### src/shared/ucca_pkg.sv
// constants and types shared by the serial command interpreter
// assumes one 125 MHz clock and a synchronous active-high reset
//
// How it works
// - top two command bits pick the operation
// - low six bits address RAM 0-63, store 0-47
// - store read at address 63 requests reset
// - read command returns addressed byte unprompted
// - write command is echoed before data
// - stored write answered by two BCh bytes
// - alarm uses five bytes in fixed order
// - levels compare upper 8 of 10 bits
// - alarm source from byte 31 upper nibble
// - below low or above high forces alarm level
// - steering enabled disables the alarm
// - steering drives aux pins as two-bit code
// - steering source only four permitted codes
// - bit 7 checksum test, failure forces fault value
// - bit 5 alarm, bit 4 steering, else inputs
// - bits 3..0 fast clock, voltage, ext sensor, current
// - both outputs in digital mode fix current value
// - frame is start, eight data, stop
// - reset request sends BCh then resets
// - stored changes act only after reset
`default_nettype none
package ucca_pkg;
  localparam int unsigned CLK_HZ = 125000000; // system clock
  localparam int unsigned BAUD = 2500000; // link rate, plain default
  localparam int unsigned BIT_CYC = CLK_HZ / BAUD; // cycles per bit
  localparam int unsigned BIT_CYC_W = 14; // bit counter width
  localparam logic [1:0] OP_RAM_RD = 2'h3; // read RAM byte
  localparam logic [1:0] OP_NV_RD = 2'h2; // read store byte
  localparam logic [1:0] OP_NV_WR = 2'h1; // write store byte
  localparam logic [1:0] OP_RAM_WR = 2'h0; // write RAM byte
  localparam logic [5:0] NV_LAST = 6'h2f; // highest store address
  localparam logic [5:0] RESET_ADDR = 6'h3f; // reset request address
  localparam logic [7:0] ACK_BYTE = 8'hbc; // acknowledge value
  localparam logic [5:0] MODE_ADDR = 6'h00; // operating_mode_byte
  localparam logic [5:0] ALM_LO_TRIG = 6'h1b; // low trigger limit
  localparam logic [5:0] ALM_LO_OUT = 6'h1c; // low output level
  localparam logic [5:0] ALM_HI_TRIG = 6'h1d; // high trigger limit
  localparam logic [5:0] ALM_HI_OUT = 6'h1e; // high output level
  localparam logic [5:0] ALM_CTRL = 6'h1f; // alarm_source_control
  localparam logic [5:0] STEER_CTRL = 6'h1f; // shared control byte
  localparam logic [5:0] STEER_L1 = 6'h1c; // first transition
  localparam logic [5:0] STEER_L2 = 6'h1d; // second transition
  localparam logic [5:0] STEER_L3 = 6'h1e; // third transition
  localparam logic [5:0] FAULT_HI = 6'h28; // fault value high
  localparam logic [5:0] FAULT_LO = 6'h29; // fault value low
  localparam logic [5:0] FIXCUR_HI = 6'h2a; // fixed current high
  localparam logic [5:0] FIXCUR_LO = 6'h2b; // fixed current low
  localparam logic [7:0] CSUM_GOOD = 8'hff; // expected byte sum
  localparam int unsigned MB_CSUM = 7; // checksum enable bit
  localparam int unsigned MB_DIG = 6; // digital mode bit
  localparam int unsigned MB_ALARM = 5; // alarm enable bit
  localparam int unsigned MB_STEER = 4; // steering enable bit
  localparam int unsigned MB_FAST = 3; // fast clock bit
  localparam int unsigned MB_VOUT = 2; // voltage output bit
  localparam int unsigned MB_EXTT = 1; // external sensor bit
  localparam int unsigned MB_IOUT = 0; // current output bit
  localparam logic [3:0] SRC_TEMP = 4'h2; // temp_amp_output
  localparam logic [3:0] SRC_INSTR = 4'h6; // instr_amp_output
  localparam logic [3:0] SRC_GAIN = 4'h0; // gain_stage_output
  localparam logic [3:0] SRC_VOUT = 4'h3; // voltage_output_mode
  localparam logic [3:0] SRC_AUXA = 4'h4; // aux_pin_a
  localparam logic [3:0] SRC_AUXB = 4'h5; // aux_pin_b
  typedef enum logic [3:0] {
    UCCA_IDLE = 4'b0000,
    UCCA_RDMEM = 4'b0001,
    UCCA_SEND_RD = 4'b0010,
    UCCA_SEND_ECHO = 4'b0011,
    UCCA_WAIT_DATA = 4'b0100,
    UCCA_STORE = 4'b0101,
    UCCA_SEND_ACK1 = 4'b0110,
    UCCA_SEND_ACK2 = 4'b0111,
    UCCA_SEND_RST = 4'b1000,
    UCCA_TX_WAIT = 4'b1001,
    UCCA_BOOT = 4'b1010
  } ucca_state_t;
endpackage : ucca_pkg
`default_nettype wire

### src/hdl/ucca_mem.sv
// one 64-byte memory with a registered read port
// assumes single clock, synchronous writes
`default_nettype none
module ucca_mem (
  // clock
  input wire logic clk,
  // write port
  input wire logic we,
  input wire logic [5:0] waddr,
  input wire logic [7:0] wdata,
  // read port
  input wire logic [5:0] raddr,
  output logic [7:0] rdata
);
  // storage array
  logic [7:0] mem [0:63];

  // write then registered read
  always_ff @(posedge clk) begin
    if (we) begin
      mem[waddr] <= wdata;
    end
    rdata <= mem[raddr];
  end
endmodule : ucca_mem
`default_nettype wire

### src/hdl/ucca_top.sv
// serial command interpreter with alarm and level steering
// assumes host on an 8N1 link at the package bit rate; signal
// inputs are asynchronous and pass two flip-flops before use
`default_nettype none
module ucca_top (
  // clock and reset
  input wire logic clk,
  input wire logic rst,
  // serial link
  input wire logic rx_pin,
  output logic tx_pin,
  // digitized signal sources, 10 bits each
  input wire logic [9:0] temp_amp_output,
  input wire logic [9:0] instr_amp_output,
  input wire logic [9:0] gain_stage_output,
  input wire logic [9:0] voltage_output_mode,
  input wire logic [9:0] aux_pin_a_level,
  input wire logic [9:0] aux_pin_b_level,
  // aux pins as two-bit steering code
  output logic aux_pin_a_o,
  output logic aux_pin_a_oe,
  output logic aux_pin_b_o,
  output logic aux_pin_b_oe,
  // output supervision
  output logic digital_output_override,
  output logic [9:0] override_value,
  output logic [9:0] current_fixed_value,
  output logic current_fixed,
  // mode byte and soft reset pulse
  output logic [7:0] operating_mode_byte,
  output logic soft_reset_pulse
);
  import ucca_pkg::*;

  // synchronizers
  logic rx_s1_r, rx_s2_r; // serial line
  logic [9:0] src_s1_r [0:5]; // sources stage one
  logic [9:0] src_s2_r [0:5]; // sources stage two
  always_ff @(posedge clk) begin
    rx_s1_r <= rx_pin;
    rx_s2_r <= rx_s1_r;
    src_s1_r[0] <= temp_amp_output;
    src_s1_r[1] <= instr_amp_output;
    src_s1_r[2] <= gain_stage_output;
    src_s1_r[3] <= voltage_output_mode;
    src_s1_r[4] <= aux_pin_a_level;
    src_s1_r[5] <= aux_pin_b_level;
    src_s2_r <= src_s1_r;
  end

  // receiver: start low, 8 data, stop high
  logic [BIT_CYC_W-1:0] rx_cnt_r; // bit timer
  logic [3:0] rx_bit_r; // bit index
  logic [7:0] rx_sh_r; // shift register
  logic rx_busy_r; // frame in progress
  logic rx_vld_r; // one-cycle byte strobe
  always_ff @(posedge clk) begin
    rx_vld_r <= 1'b0;
    if (rst) begin
      rx_busy_r <= 1'b0;
      rx_cnt_r <= '0;
      rx_bit_r <= '0;
      rx_sh_r <= '0;
    end else if (!rx_busy_r) begin
      if (!rx_s2_r) begin // start edge
        rx_busy_r <= 1'b1;
        rx_cnt_r <= BIT_CYC_W'(BIT_CYC / 2);
        rx_bit_r <= '0;
      end
    end else if (rx_cnt_r != '0) begin
      rx_cnt_r <= rx_cnt_r - 1'b1;
    end else begin
      rx_cnt_r <= BIT_CYC_W'(BIT_CYC - 1);
      rx_bit_r <= rx_bit_r + 1'b1;
      if (rx_bit_r == 4'h0) begin
        if (rx_s2_r) begin // false start
          rx_busy_r <= 1'b0;
        end
      end else if (rx_bit_r == 4'h9) begin
        rx_busy_r <= 1'b0;
        rx_vld_r <= rx_s2_r; // drop bad stop
      end else begin
        rx_sh_r <= {rx_s2_r, rx_sh_r[7:1]}; // lsb first
      end
    end
  end

  // transmitter
  logic tx_go; // start a byte
  logic [7:0] tx_byte; // byte to send
  logic [9:0] tx_sh_r; // frame shift register
  logic [BIT_CYC_W-1:0] tx_cnt_r; // bit timer
  logic [3:0] tx_left_r; // bits remaining
  wire tx_busy = (tx_left_r != 4'h0) || (tx_cnt_r != '0); // whole stop
  always_ff @(posedge clk) begin
    if (rst) begin
      tx_pin <= 1'b1;
      tx_sh_r <= '1;
      tx_cnt_r <= '0;
      tx_left_r <= '0;
    end else if (tx_go && !tx_busy) begin
      tx_sh_r <= {1'b1, tx_byte, 1'b0};
      tx_left_r <= 4'ha;
      tx_cnt_r <= '0;
    end else if (tx_busy) begin
      if (tx_cnt_r == '0) begin
        tx_pin <= tx_sh_r[0];
        tx_sh_r <= {1'b1, tx_sh_r[9:1]};
        tx_cnt_r <= BIT_CYC_W'(BIT_CYC - 1);
        tx_left_r <= tx_left_r - 1'b1;
      end else begin
        tx_cnt_r <= tx_cnt_r - 1'b1;
      end
    end
  end

  // command sequencer
  ucca_state_t st_r, st_nxt; // state
  ucca_state_t ret_r; // state after tx completes
  logic [7:0] cmd_r; // command byte
  logic [7:0] boot_sum_r; // checksum accumulator
  logic [6:0] boot_idx_r; // boot walk index
  logic csum_fail_r; // checksum failed
  logic ram_we, nv_we; // write strobes
  logic [5:0] ram_ra, nv_ra; // read addresses
  logic [7:0] ram_rd, nv_rd; // read data
  wire [1:0] op = cmd_r[7:6];
  wire [5:0] addr = cmd_r[5:0];

  ucca_mem u_ram (
    .clk(clk), .we(ram_we), .waddr(addr), .wdata(rx_sh_r),
    .raddr(ram_ra), .rdata(ram_rd)
  );
  ucca_mem u_nv (
    .clk(clk), .we(nv_we), .waddr(addr), .wdata(rx_sh_r),
    .raddr(nv_ra), .rdata(nv_rd)
  );

  // active config shadow, loaded only at boot
  logic [7:0] cfg_r [0:47];
  logic boot_rd_ok_r; // read data valid during boot
  always_ff @(posedge clk) begin
    if (rst) begin
      boot_rd_ok_r <= 1'b0;
    end else begin
      boot_rd_ok_r <= (st_r == UCCA_BOOT) && (boot_idx_r <= 7'd47);
    end
  end
  always_ff @(posedge clk) begin
    if (boot_rd_ok_r) begin
      cfg_r[6'(boot_idx_r - 7'd1)] <= nv_rd;
    end
  end

  // next state and strobes
  always_comb begin
    st_nxt = st_r;
    tx_go = 1'b0;
    tx_byte = ACK_BYTE;
    ram_we = 1'b0;
    nv_we = 1'b0;
    ram_ra = addr;
    nv_ra = (st_r == UCCA_BOOT) ? boot_idx_r[5:0] : addr;
    case (st_r)
      UCCA_BOOT: begin
        if (boot_idx_r == 7'd48) st_nxt = UCCA_IDLE;
      end
      UCCA_IDLE: begin
        if (rx_vld_r) begin
          if (rx_sh_r[7:6] == OP_NV_RD && rx_sh_r[5:0] == RESET_ADDR)
            st_nxt = UCCA_SEND_RST;
          else if (rx_sh_r[7:6] == OP_RAM_RD || rx_sh_r[7:6] == OP_NV_RD)
            st_nxt = UCCA_RDMEM;
          else if (rx_sh_r[7:6] == OP_NV_WR && rx_sh_r[5:0] > NV_LAST)
            st_nxt = UCCA_IDLE;
          else
            st_nxt = UCCA_SEND_ECHO;
        end
      end
      UCCA_RDMEM: st_nxt = UCCA_SEND_RD;
      UCCA_SEND_RD: begin
        tx_go = 1'b1;
        tx_byte = (op == OP_RAM_RD) ? ram_rd : nv_rd;
        if (!tx_busy) st_nxt = UCCA_TX_WAIT;
      end
      UCCA_SEND_ECHO: begin
        tx_go = 1'b1;
        tx_byte = cmd_r;
        if (!tx_busy) st_nxt = UCCA_TX_WAIT;
      end
      UCCA_WAIT_DATA: begin
        if (rx_vld_r) st_nxt = UCCA_STORE;
      end
      UCCA_STORE: begin
        ram_we = (op == OP_RAM_WR);
        nv_we = (op == OP_NV_WR);
        st_nxt = UCCA_SEND_ACK1;
      end
      UCCA_SEND_ACK1, UCCA_SEND_ACK2: begin
        tx_go = 1'b1;
        if (!tx_busy) st_nxt = UCCA_TX_WAIT;
      end
      UCCA_SEND_RST: begin
        tx_go = 1'b1;
        if (!tx_busy) st_nxt = UCCA_TX_WAIT;
      end
      UCCA_TX_WAIT: begin
        if (!tx_busy) st_nxt = ret_r;
      end
      default: st_nxt = UCCA_IDLE;
    endcase
  end

  // state, command and return registers
  always_ff @(posedge clk) begin
    if (rst) begin
      st_r <= UCCA_BOOT;
      ret_r <= UCCA_IDLE;
      cmd_r <= '0;
    end else begin
      st_r <= st_nxt;
      if (st_r == UCCA_IDLE && rx_vld_r) cmd_r <= rx_sh_r;
      case (st_r)
        UCCA_SEND_ECHO: ret_r <= UCCA_WAIT_DATA;
        UCCA_SEND_ACK1: ret_r <= UCCA_SEND_ACK2;
        UCCA_SEND_RST: ret_r <= UCCA_BOOT;
        UCCA_SEND_RD, UCCA_SEND_ACK2: ret_r <= UCCA_IDLE;
        default: ret_r <= ret_r;
      endcase
    end
  end

  // soft reset: pulse after BCh leaves, then reboot
  always_ff @(posedge clk) begin
    if (rst) begin
      soft_reset_pulse <= 1'b0;
    end else begin
      soft_reset_pulse <= (st_r == UCCA_TX_WAIT) && !tx_busy &&
        (ret_r == UCCA_BOOT);
    end
  end

  // boot walk over the store and checksum
  always_ff @(posedge clk) begin
    if (rst || soft_reset_pulse) begin
      boot_idx_r <= '0;
      boot_sum_r <= '0;
      csum_fail_r <= 1'b0;
    end else if (st_r == UCCA_BOOT) begin
      if (boot_idx_r < 7'd48) boot_idx_r <= boot_idx_r + 7'd1;
      if (boot_rd_ok_r) boot_sum_r <= boot_sum_r + nv_rd;
    end else if (boot_idx_r == 7'd48) begin
      boot_idx_r <= 7'd49;
      csum_fail_r <= (boot_sum_r != CSUM_GOOD);
    end
  end

  // supervision from the active config
  wire [7:0] mode = cfg_r[MODE_ADDR];
  wire [3:0] sel = cfg_r[ALM_CTRL][7:4];
  logic [7:0] sig8; // upper 8 of selected source
  logic sel_ok, steer_ok; // legal source codes
  always_comb begin
    sig8 = src_s2_r[2][9:2];
    sel_ok = 1'b1;
    steer_ok = 1'b1;
    case (sel)
      SRC_TEMP: sig8 = src_s2_r[0][9:2];
      SRC_INSTR: sig8 = src_s2_r[1][9:2];
      SRC_GAIN: sig8 = src_s2_r[2][9:2];
      SRC_VOUT: sig8 = src_s2_r[3][9:2];
      SRC_AUXA: begin
        sig8 = src_s2_r[4][9:2];
        steer_ok = 1'b0;
      end
      SRC_AUXB: begin
        sig8 = src_s2_r[5][9:2];
        steer_ok = 1'b0;
      end
      default: begin
        sel_ok = 1'b0;
        steer_ok = 1'b0;
      end
    endcase
  end

  wire steer_en = mode[MB_STEER] && steer_ok;
  wire alarm_en = mode[MB_ALARM] && !mode[MB_STEER] && sel_ok;
  wire dual_dig = mode[MB_DIG] && mode[MB_VOUT] && mode[MB_IOUT];

  // override output register
  always_ff @(posedge clk) begin
    if (rst || st_r == UCCA_BOOT) begin
      digital_output_override <= 1'b0;
      override_value <= '0;
    end else if (mode[MB_CSUM] && csum_fail_r) begin
      digital_output_override <= 1'b1;
      override_value <= {cfg_r[FAULT_HI][1:0], cfg_r[FAULT_LO]};
    end else if (alarm_en && sig8 < cfg_r[ALM_LO_TRIG]) begin
      digital_output_override <= 1'b1;
      override_value <= {cfg_r[ALM_LO_OUT], 2'h0};
    end else if (alarm_en && sig8 > cfg_r[ALM_HI_TRIG]) begin
      digital_output_override <= 1'b1;
      override_value <= {cfg_r[ALM_HI_OUT], 2'h0};
    end else begin
      digital_output_override <= 1'b0;
      override_value <= '0;
    end
  end

  // steering code on aux pins, inputs when off
  always_ff @(posedge clk) begin
    if (rst || st_r == UCCA_BOOT) begin
      aux_pin_a_o <= 1'b0;
      aux_pin_b_o <= 1'b0;
      aux_pin_a_oe <= 1'b0;
      aux_pin_b_oe <= 1'b0;
    end else begin
      aux_pin_a_oe <= steer_en;
      aux_pin_b_oe <= steer_en;
      if (sig8 >= cfg_r[STEER_L3]) begin
        {aux_pin_b_o, aux_pin_a_o} <= 2'h3;
      end else if (sig8 >= cfg_r[STEER_L2]) begin
        {aux_pin_b_o, aux_pin_a_o} <= 2'h2;
      end else if (sig8 >= cfg_r[STEER_L1]) begin
        {aux_pin_b_o, aux_pin_a_o} <= 2'h1;
      end else begin
        {aux_pin_b_o, aux_pin_a_o} <= 2'h0;
      end
    end
  end

  // mode byte and fixed current value
  always_ff @(posedge clk) begin
    if (rst || st_r == UCCA_BOOT) begin
      operating_mode_byte <= '0;
      current_fixed <= 1'b0;
      current_fixed_value <= '0;
    end else begin
      operating_mode_byte <= mode;
      current_fixed <= dual_dig;
      current_fixed_value <= {cfg_r[FIXCUR_HI][1:0], cfg_r[FIXCUR_LO]};
    end
  end
endmodule : ucca_top
`default_nettype wire

### config.mk
export PLATFORM = sky130hd
export DESIGN_NAME = ucca_top
export DESIGN_NICKNAME = d
export VERILOG_FILES = /design/src/shared/ucca_pkg.sv /design/src/hdl/ucca_mem.sv /design/src/hdl/ucca_top.sv
export SDC_FILE = /design/constraint.sdc
export NUM_CORES = 1
export LEC_CHECK = 0
export ABC_CLOCK_PERIOD_IN_PS = 4790
export BUFFER_PORTS_ARGS = -buffer_cell sky130_fd_sc_hd__buf_2
export CORE_ASPECT_RATIO = 0.8
export CORE_MARGIN = 2
export CORE_UTILIZATION = 30
export DETAILED_ROUTE_END_ITERATION = 12
export PLACE_DENSITY = 0.41
export REMOVE_ABC_BUFFERS = 1
export SYNTH_ARGS = -nofsm -noshare
export SYNTH_HDL_FRONTEND = slang
export SYNTH_SLANG_ARGS = --single-unit
### constraint.sdc
create_clock -name clk -period 4.79 [get_ports clk]
set_input_delay 0.7185 -clock clk [delete_from_list [all_inputs] [get_ports clk]]
set_output_delay 0.7185 -clock clk [all_outputs]
set_load 0.01 [all_outputs]
## Word level (Yosys, flattened, before mapping)

Memory sizes are Yosys's and may differ from the RTL's. A register that Yosys moved wholly into a read port is not among the register bits.
Index checks and enable logic that the tools add are counted.

| word-level totals | value |
|---|---|
| register bits | 235 |
| latch bits | 0 |
| bits in writable memories | 1408 |
| memory bits (read-only) | 0 |
| input bits | 63 |
| output and inout port bits | 36 |
| logic and storage cells | 201 |
| memories kept | 3 |

Memory list:

| memory | depth | bits a word | rd ports | clocked after Yosys merged registers in | write ports | line | source |
|---|---|---|---|---|---|---|---|
| u_nv.mem | 64 | 8 | 1 | 1 | 1 | ucca_mem.sv:16 | `logic [7:0] mem [0:63];` |
| u_ram.mem | 64 | 8 | 1 | 1 | 1 | ucca_mem.sv:16 |  |
| cfg_r | 48 | 8 | 10 | 2 | 1 | ucca_top.sv:140 | `logic [7:0] cfg_r [0:47];` |

| operators by class | value |
|---|---|
| add/subtract/negate cells | 7 |
| $mul | 0 |
| divide/modulo/power cells | 0 |
| order comparisons | 8 |
| equal/unequal tests | 33 |
| shift-type cells | 0 |
| muxes and demuxes | 57 |
| bitwise gates (word level) | 6 |
| reduce and logical (&&, ||, !) cells | 48 |

Operators by type and width:

| kind | number |
|---|---|
| $mux W14 | 4 |
| $mux W4 | 12 |
| $pmux W8 S5 | 1 |
| $mux W10 | 3 |
| $eq A4 B3 Y1 const B | 7 |
| $pmux W4 S7 | 1 |
| $reduce_bool A14 Y1 | 2 |
| $sub A14 B1 Y14 const B | 2 |
| $mux W9 | 3 |
| $ge A8 B8 Y1 | 3 |
| $mux W1 | 24 |
| $mux W7 | 3 |
| $eq A4 B4 Y1 const B | 5 |
| $eq A4 B2 Y1 const B | 4 |
| $pmux W4 S4 | 1 |
| $pmux W8 S2 | 1 |
| $logic_and A1 B1 Y1 | 15 |
| $logic_not A14 Y1 | 1 |
| $logic_not A4 Y1 | 3 |
| $reduce_and A2 Y1 | 6 |
| $ne A2 B2 Y1 const B | 5 |
| $reduce_or A5 Y1 | 2 |
| $add A8 B8 Y8 | 1 |
| $gt A8 B8 Y1 | 1 |
| other kinds (30) | 49 |

## Logic depth before layout (Yosys ltp)

An unclocked memory read counts as a cell.

| depth | value |
|---|---|
| depth after elaboration | 9 |
| gate-level depth with buffers | 14 |
| mapped depth without buffers | 11 |

## Modules after synthesis

From an unflattened synthesis, not the netlist that was laid out.

| second synthesis, totals | value |
|---|---|
| cell total of the unflattened synthesis | 2955 |
| area total of the unflattened synthesis | 51453.1 um^2 |

By module, submodules not included:

| module | instances | cells an instance | area each (um^2) | sequential area each (um^2) |
|---|---|---|---|---|
| ucca_mem at u_nv | 1 | 967 | 20236.9 | 15534.9 |
| ucca_mem at u_ram | 1 | 940 | 20166.8 | 15534.9 |
| ucca_top | 1 | 1048 | 11049.3 | 6346.1 |

## Least setup slack after synthesis

OpenSTA, ideal clock, no wires.

| timing | value |
|---|---|
| path type | register to register |
| from | mem cfg_r[31][6] |
| to | reg override_value[4] |
| library setup time | 122 ps |
| data arrival time | 3242 ps |
| required time | 4668 ps |
| path slack | 1427 ps |
| stages on the path, launching flop included | 14 |
| buffers on the path | 3 |
| period minus slack after synthesis | 3363 ps |
| path through | edfxtp_1 clkbuf_2 or3b_2 clkbuf_1 o22ai_1 a221o_1 ha_1 a21o_1 a21o_1 a211o_1 o41a_1 nor4bb_1 buf_2 a221o_1 |

RTL lines:

| what | line | source |
|---|---|---|
| start, declared | ucca_top.sv:140 |  |
| end signal, assigned | ucca_top.sv:298 | `override_value <= {cfg_r[FAULT_HI][1:0], cfg_r[FAULT_LO]};` |
| end signal, assigned | ucca_top.sv:301 | `override_value <= {cfg_r[ALM_LO_OUT], 2'h0};` |
| end signal, assigned | ucca_top.sv:304 | `override_value <= {cfg_r[ALM_HI_OUT], 2'h0};` |
| end, declared | ucca_top.sv:26 | `output logic [9:0] override_value,` |

==> flow_metrics.tcl <==
set metrics [dict create \
    grt_pass1_wl_um 206000 \
    worstSkewPairLatency_ps 780 \
    first_pass_iters 6 \
    syn_area_um2 49800 \
    dieWidth_um 460 \
    path_buf_inv 1 \
    wl_per_cell_um 24.3 \
    ys.flop_type "edfxtp_1" \
    grt_max_degree 95 \
    yosysTopAreaCellShare_pct 65.6 \
    cts.clk_slew.worst_paths_ps 60 \
    drc 0 \
    worst-path-max-fanout 9 \
    synthArstFlopShare_pct 0 \
    clockPowerShare_pct 43.7 \
    seq_area_um2 37400 \
    top_level_ports 99 \
    routed_via_density 4.99 \
    path_class "flip-flop to flip-flop" \
    finClkSkew_ps 37.6 \
    yosys.area.top_type "edfxtp_1" \
    cp_top_family "compound AO/OA/AOI/OAI gates" \
    cpMaxStageDelayCell "o211ai_1" \
    status "complete, no violations" \
    p_comb_share_pct 5.2 \
    crit_start "cfg_r[31][5]" \
    arrival_ps 4550 \
    finalCritPeriodShare_pct 80.2 \
    tns_ps 0 \
    gp_congestion 0.768 \
    multi_input_area_um2 11600 \
    maxCapViolCount 0 \
    leakage_nw 19.8 \
    vdd_drop_max_v 0.000320 \
    fin_util_pct 35.4 \
    post_cts_resized 0 \
    hold_start "rx_pin" \
    antenna_found_initial 8 \
    cpPeakStageDelay_ps 580 \
    slew_violations 0 \
    r2r_cells 10 \
    port_buffers 86 \
    yosys_warnings 0 \
    crit_chain "buf_4, o211ai_1, a221o_1, ha_1, a21o_1, a21o_1, a211o_1, o41a_1, nor2_1, a221o_1" \
    initial_core_util_pct 30.3 \
    syn_inst 3402 \
    n_fill_cell 15800 \
    drtIter0Drc 2592 \
    grt-ovfl-total 0 \
    vias 29400 \
    fmax_mhz 260 \
    cts_tree "built" \
    seqPwrFrac_pct 51.1 \
    area_delta_synth_final_pct 17.2 \
    setup.worst_path.end_class "flip-flop" \
    ys_ff_latch 1325 \
    layout.nets 3722 \
    hold_depth 1 \
    htreeDepth 4 \
    die_h_um 369 \
    cp.depth 10 \
    design_area_um2 58400 \
    ant_nets 0 \
    switching_share_pct 22.5 \
    hold_path.class "input port to flip-flop" \
    placed_area_um2 53500 \
    routed_wl_um 143000 \
    hold_viol_final 0 \
    power_switching_w 0.00551 \
    syn_area_per_cell_um2 14.7 \
    grt_use_total_pct 16.6 \
    fp-row-count 133 \
    synth_edf_count 1088 \
    grt_pass1_vias 28900 \
    cts_buffers 141 \
    core_um2 165000 \
    rsz0062_at_grt "no" \
    p_per_area_nw_per_um2 420 \
    cp-start-kind "flip-flop" \
    cts_buffer_depth 3 \
    place_hpwl_um 85700 \
    clock_sinks 1325 \
    timing.hold.ws_ps 63.5 \
    synth_cell_types 80 \
    cp.required_ps 5500 \
    p_int_w 0.0190 \
    period_minus_slack_ps 3840 \
    synth_seq_area_share_pct 75.1 \
    setup_viol 0 \
    dieArea_um2 169000 \
    rr_startpoint "cfg_r[31][5]" \
    drive_gt1_share_pct 12.5 \
    clockRootBuffer "clkbuf_16" \
    maxSlewHeadroom_pct 22.8 \
    synth.area.top_cells "edfxtp_1, dfxtp_1, nand2_1, mux2i_1, a22oi_1" \
    worst_pin_slew_ps 1160 \
]
## state kept, by name, summed over array words and instances (netlist names), 7 cells and up
signal	count
operating_mode_byte	8
tx_cnt_r	14
u_ram.mem	512
u_ram.rdata	8
current_fixed_value	10
override_value	10
u_nv.mem	512
u_nv.rdata	8
boot_idx_r	7
tx_sh_r	9
src_s1_r	48
cmd_r	8
rx_sh_r	8
rx_cnt_r	14
boot_sum_r	8
cfg_r	64
src_s2_r	48
## metrics by stage
step                instances  setup WS, ps  power, W
global placement         5583           930    0.0140
detailed placement       5583           913    0.0140
floorplan                3208         -3370    0.0137
CTS                      5884           875    0.0248
global route             5884           650    0.0254
finish                   5888           948    0.0245
## cells in the final DEF, fill, tap and decap left out, drive strengths merged, types with 35 or more instances in the layout
cell / count
nand3: 89
and3: 52
a22o: 64
nand2: 409
edfxtp: 1088
clkinv: 54
inv: 58
a221oi: 74
mux2i: 131
ha: 47
a31oi: 147
nor3: 35
a21oi: 55
dfxtp: 237
a22oi: 130
a32oi: 44
nor2: 244
clkbuf: 186
o21ai: 39
dlygate4sd3: 45
buf: 215
## path summary, 6_finish.rpt
kind                            slack (ps)                 to
worst max-delay path                   950  override_value[5]
worst min-delay path                    60            rx_s1_r
worst max register to register         950  override_value[5]
worst min register to register         320       src_s2_r[43]
## power groups by stage
| stage | Clock [W] | Sequential (W) | Combinational (W) |
|---|---|---|---|
| floorplan | 0 | 0.0128 | 0.000884 |
| global placement | 0 | 0.0128 | 0.00125 |
| detailed placement | 0 | 0.0128 | 0.00125 |
| CTS | 0.0110 | 0.0125 | 0.00129 |
| global route | 0.0114 | 0.0126 | 0.00141 |
| finish | 0.0107 | 0.0125 | 0.00127 |
## routing by layer
| layer | routed length, um | track usage [%] |
|---|---|---|
| met4 | 2650 | 4.12 |
| met1 | 71400 | 25.2 |
| met2 | 60500 | 24.0 |
| met5 | 0 | 0 |
| met3 | 8270 | 3.60 |
## area by class of cell
class | count | area share [%]
diodes | 4 | 0.0171
clock buffers | 186 | 6.56
clock inverters | 70 | 1.09
inverters | 52 | 0.334
multi-input cells | 1831 | 19.8
flip-flops and latches | 1325 | 64.1
well taps | 2160 | 4.63
repair buffers | 260 | 3.45
## cell families (layout without fill, tap and decap cells)
| group | after synthesis | in the layout | share of synthesized area (%) |
|---|---|---|---|
| buffers and inverters | 246 | 568 | 1.95 |
| other | 0 | 4 | 0 |
| adders and majority gates | 48 | 48 | 1.22 |
| DFF | 1325 | 1325 | 75.1 |
| muxes | 139 | 139 | 2.81 |
| xor gates and xnor gates | 22 | 22 | 0.387 |
| and+or+nand+nor | 971 | 971 | 8.88 |
| AOI/OAI and AO/OA | 651 | 651 | 9.68 |
## cell usage after synthesis, types with 11 or more instances
master       n
a211oi_1    11
a21o_1      12
a21oi_1     55
a221o_1     17
a221oi_1    73
a222oi_1    16
a22o_1      64
a22oi_1    130
a31oi_1    147
a32oi_1     44
and2_1      12
and3_1      52
buf_1       22
buf_2       18
clkbuf_1   148
dfxtp_1    237
edfxtp_1  1088
ha_1        47
inv_1       51
mux2i_1    131
nand2_1    407
nand2b_1    14
nand3_1     89
nand4_1     20
nor2_1     241
nor2b_1     15
nor3_1      35
nor4_1      22
o21ai_0     28
or3_1       12
xor2_1      13
## repair_timing
| item | in CTS | in global routing |
|---|---|---|
| setup buffers | 0 | 0 |
| hold endpoints to repair | 45 | 0 |
| hold buffers | 45 | 0 |
Power figures use the tool's default switching activity.
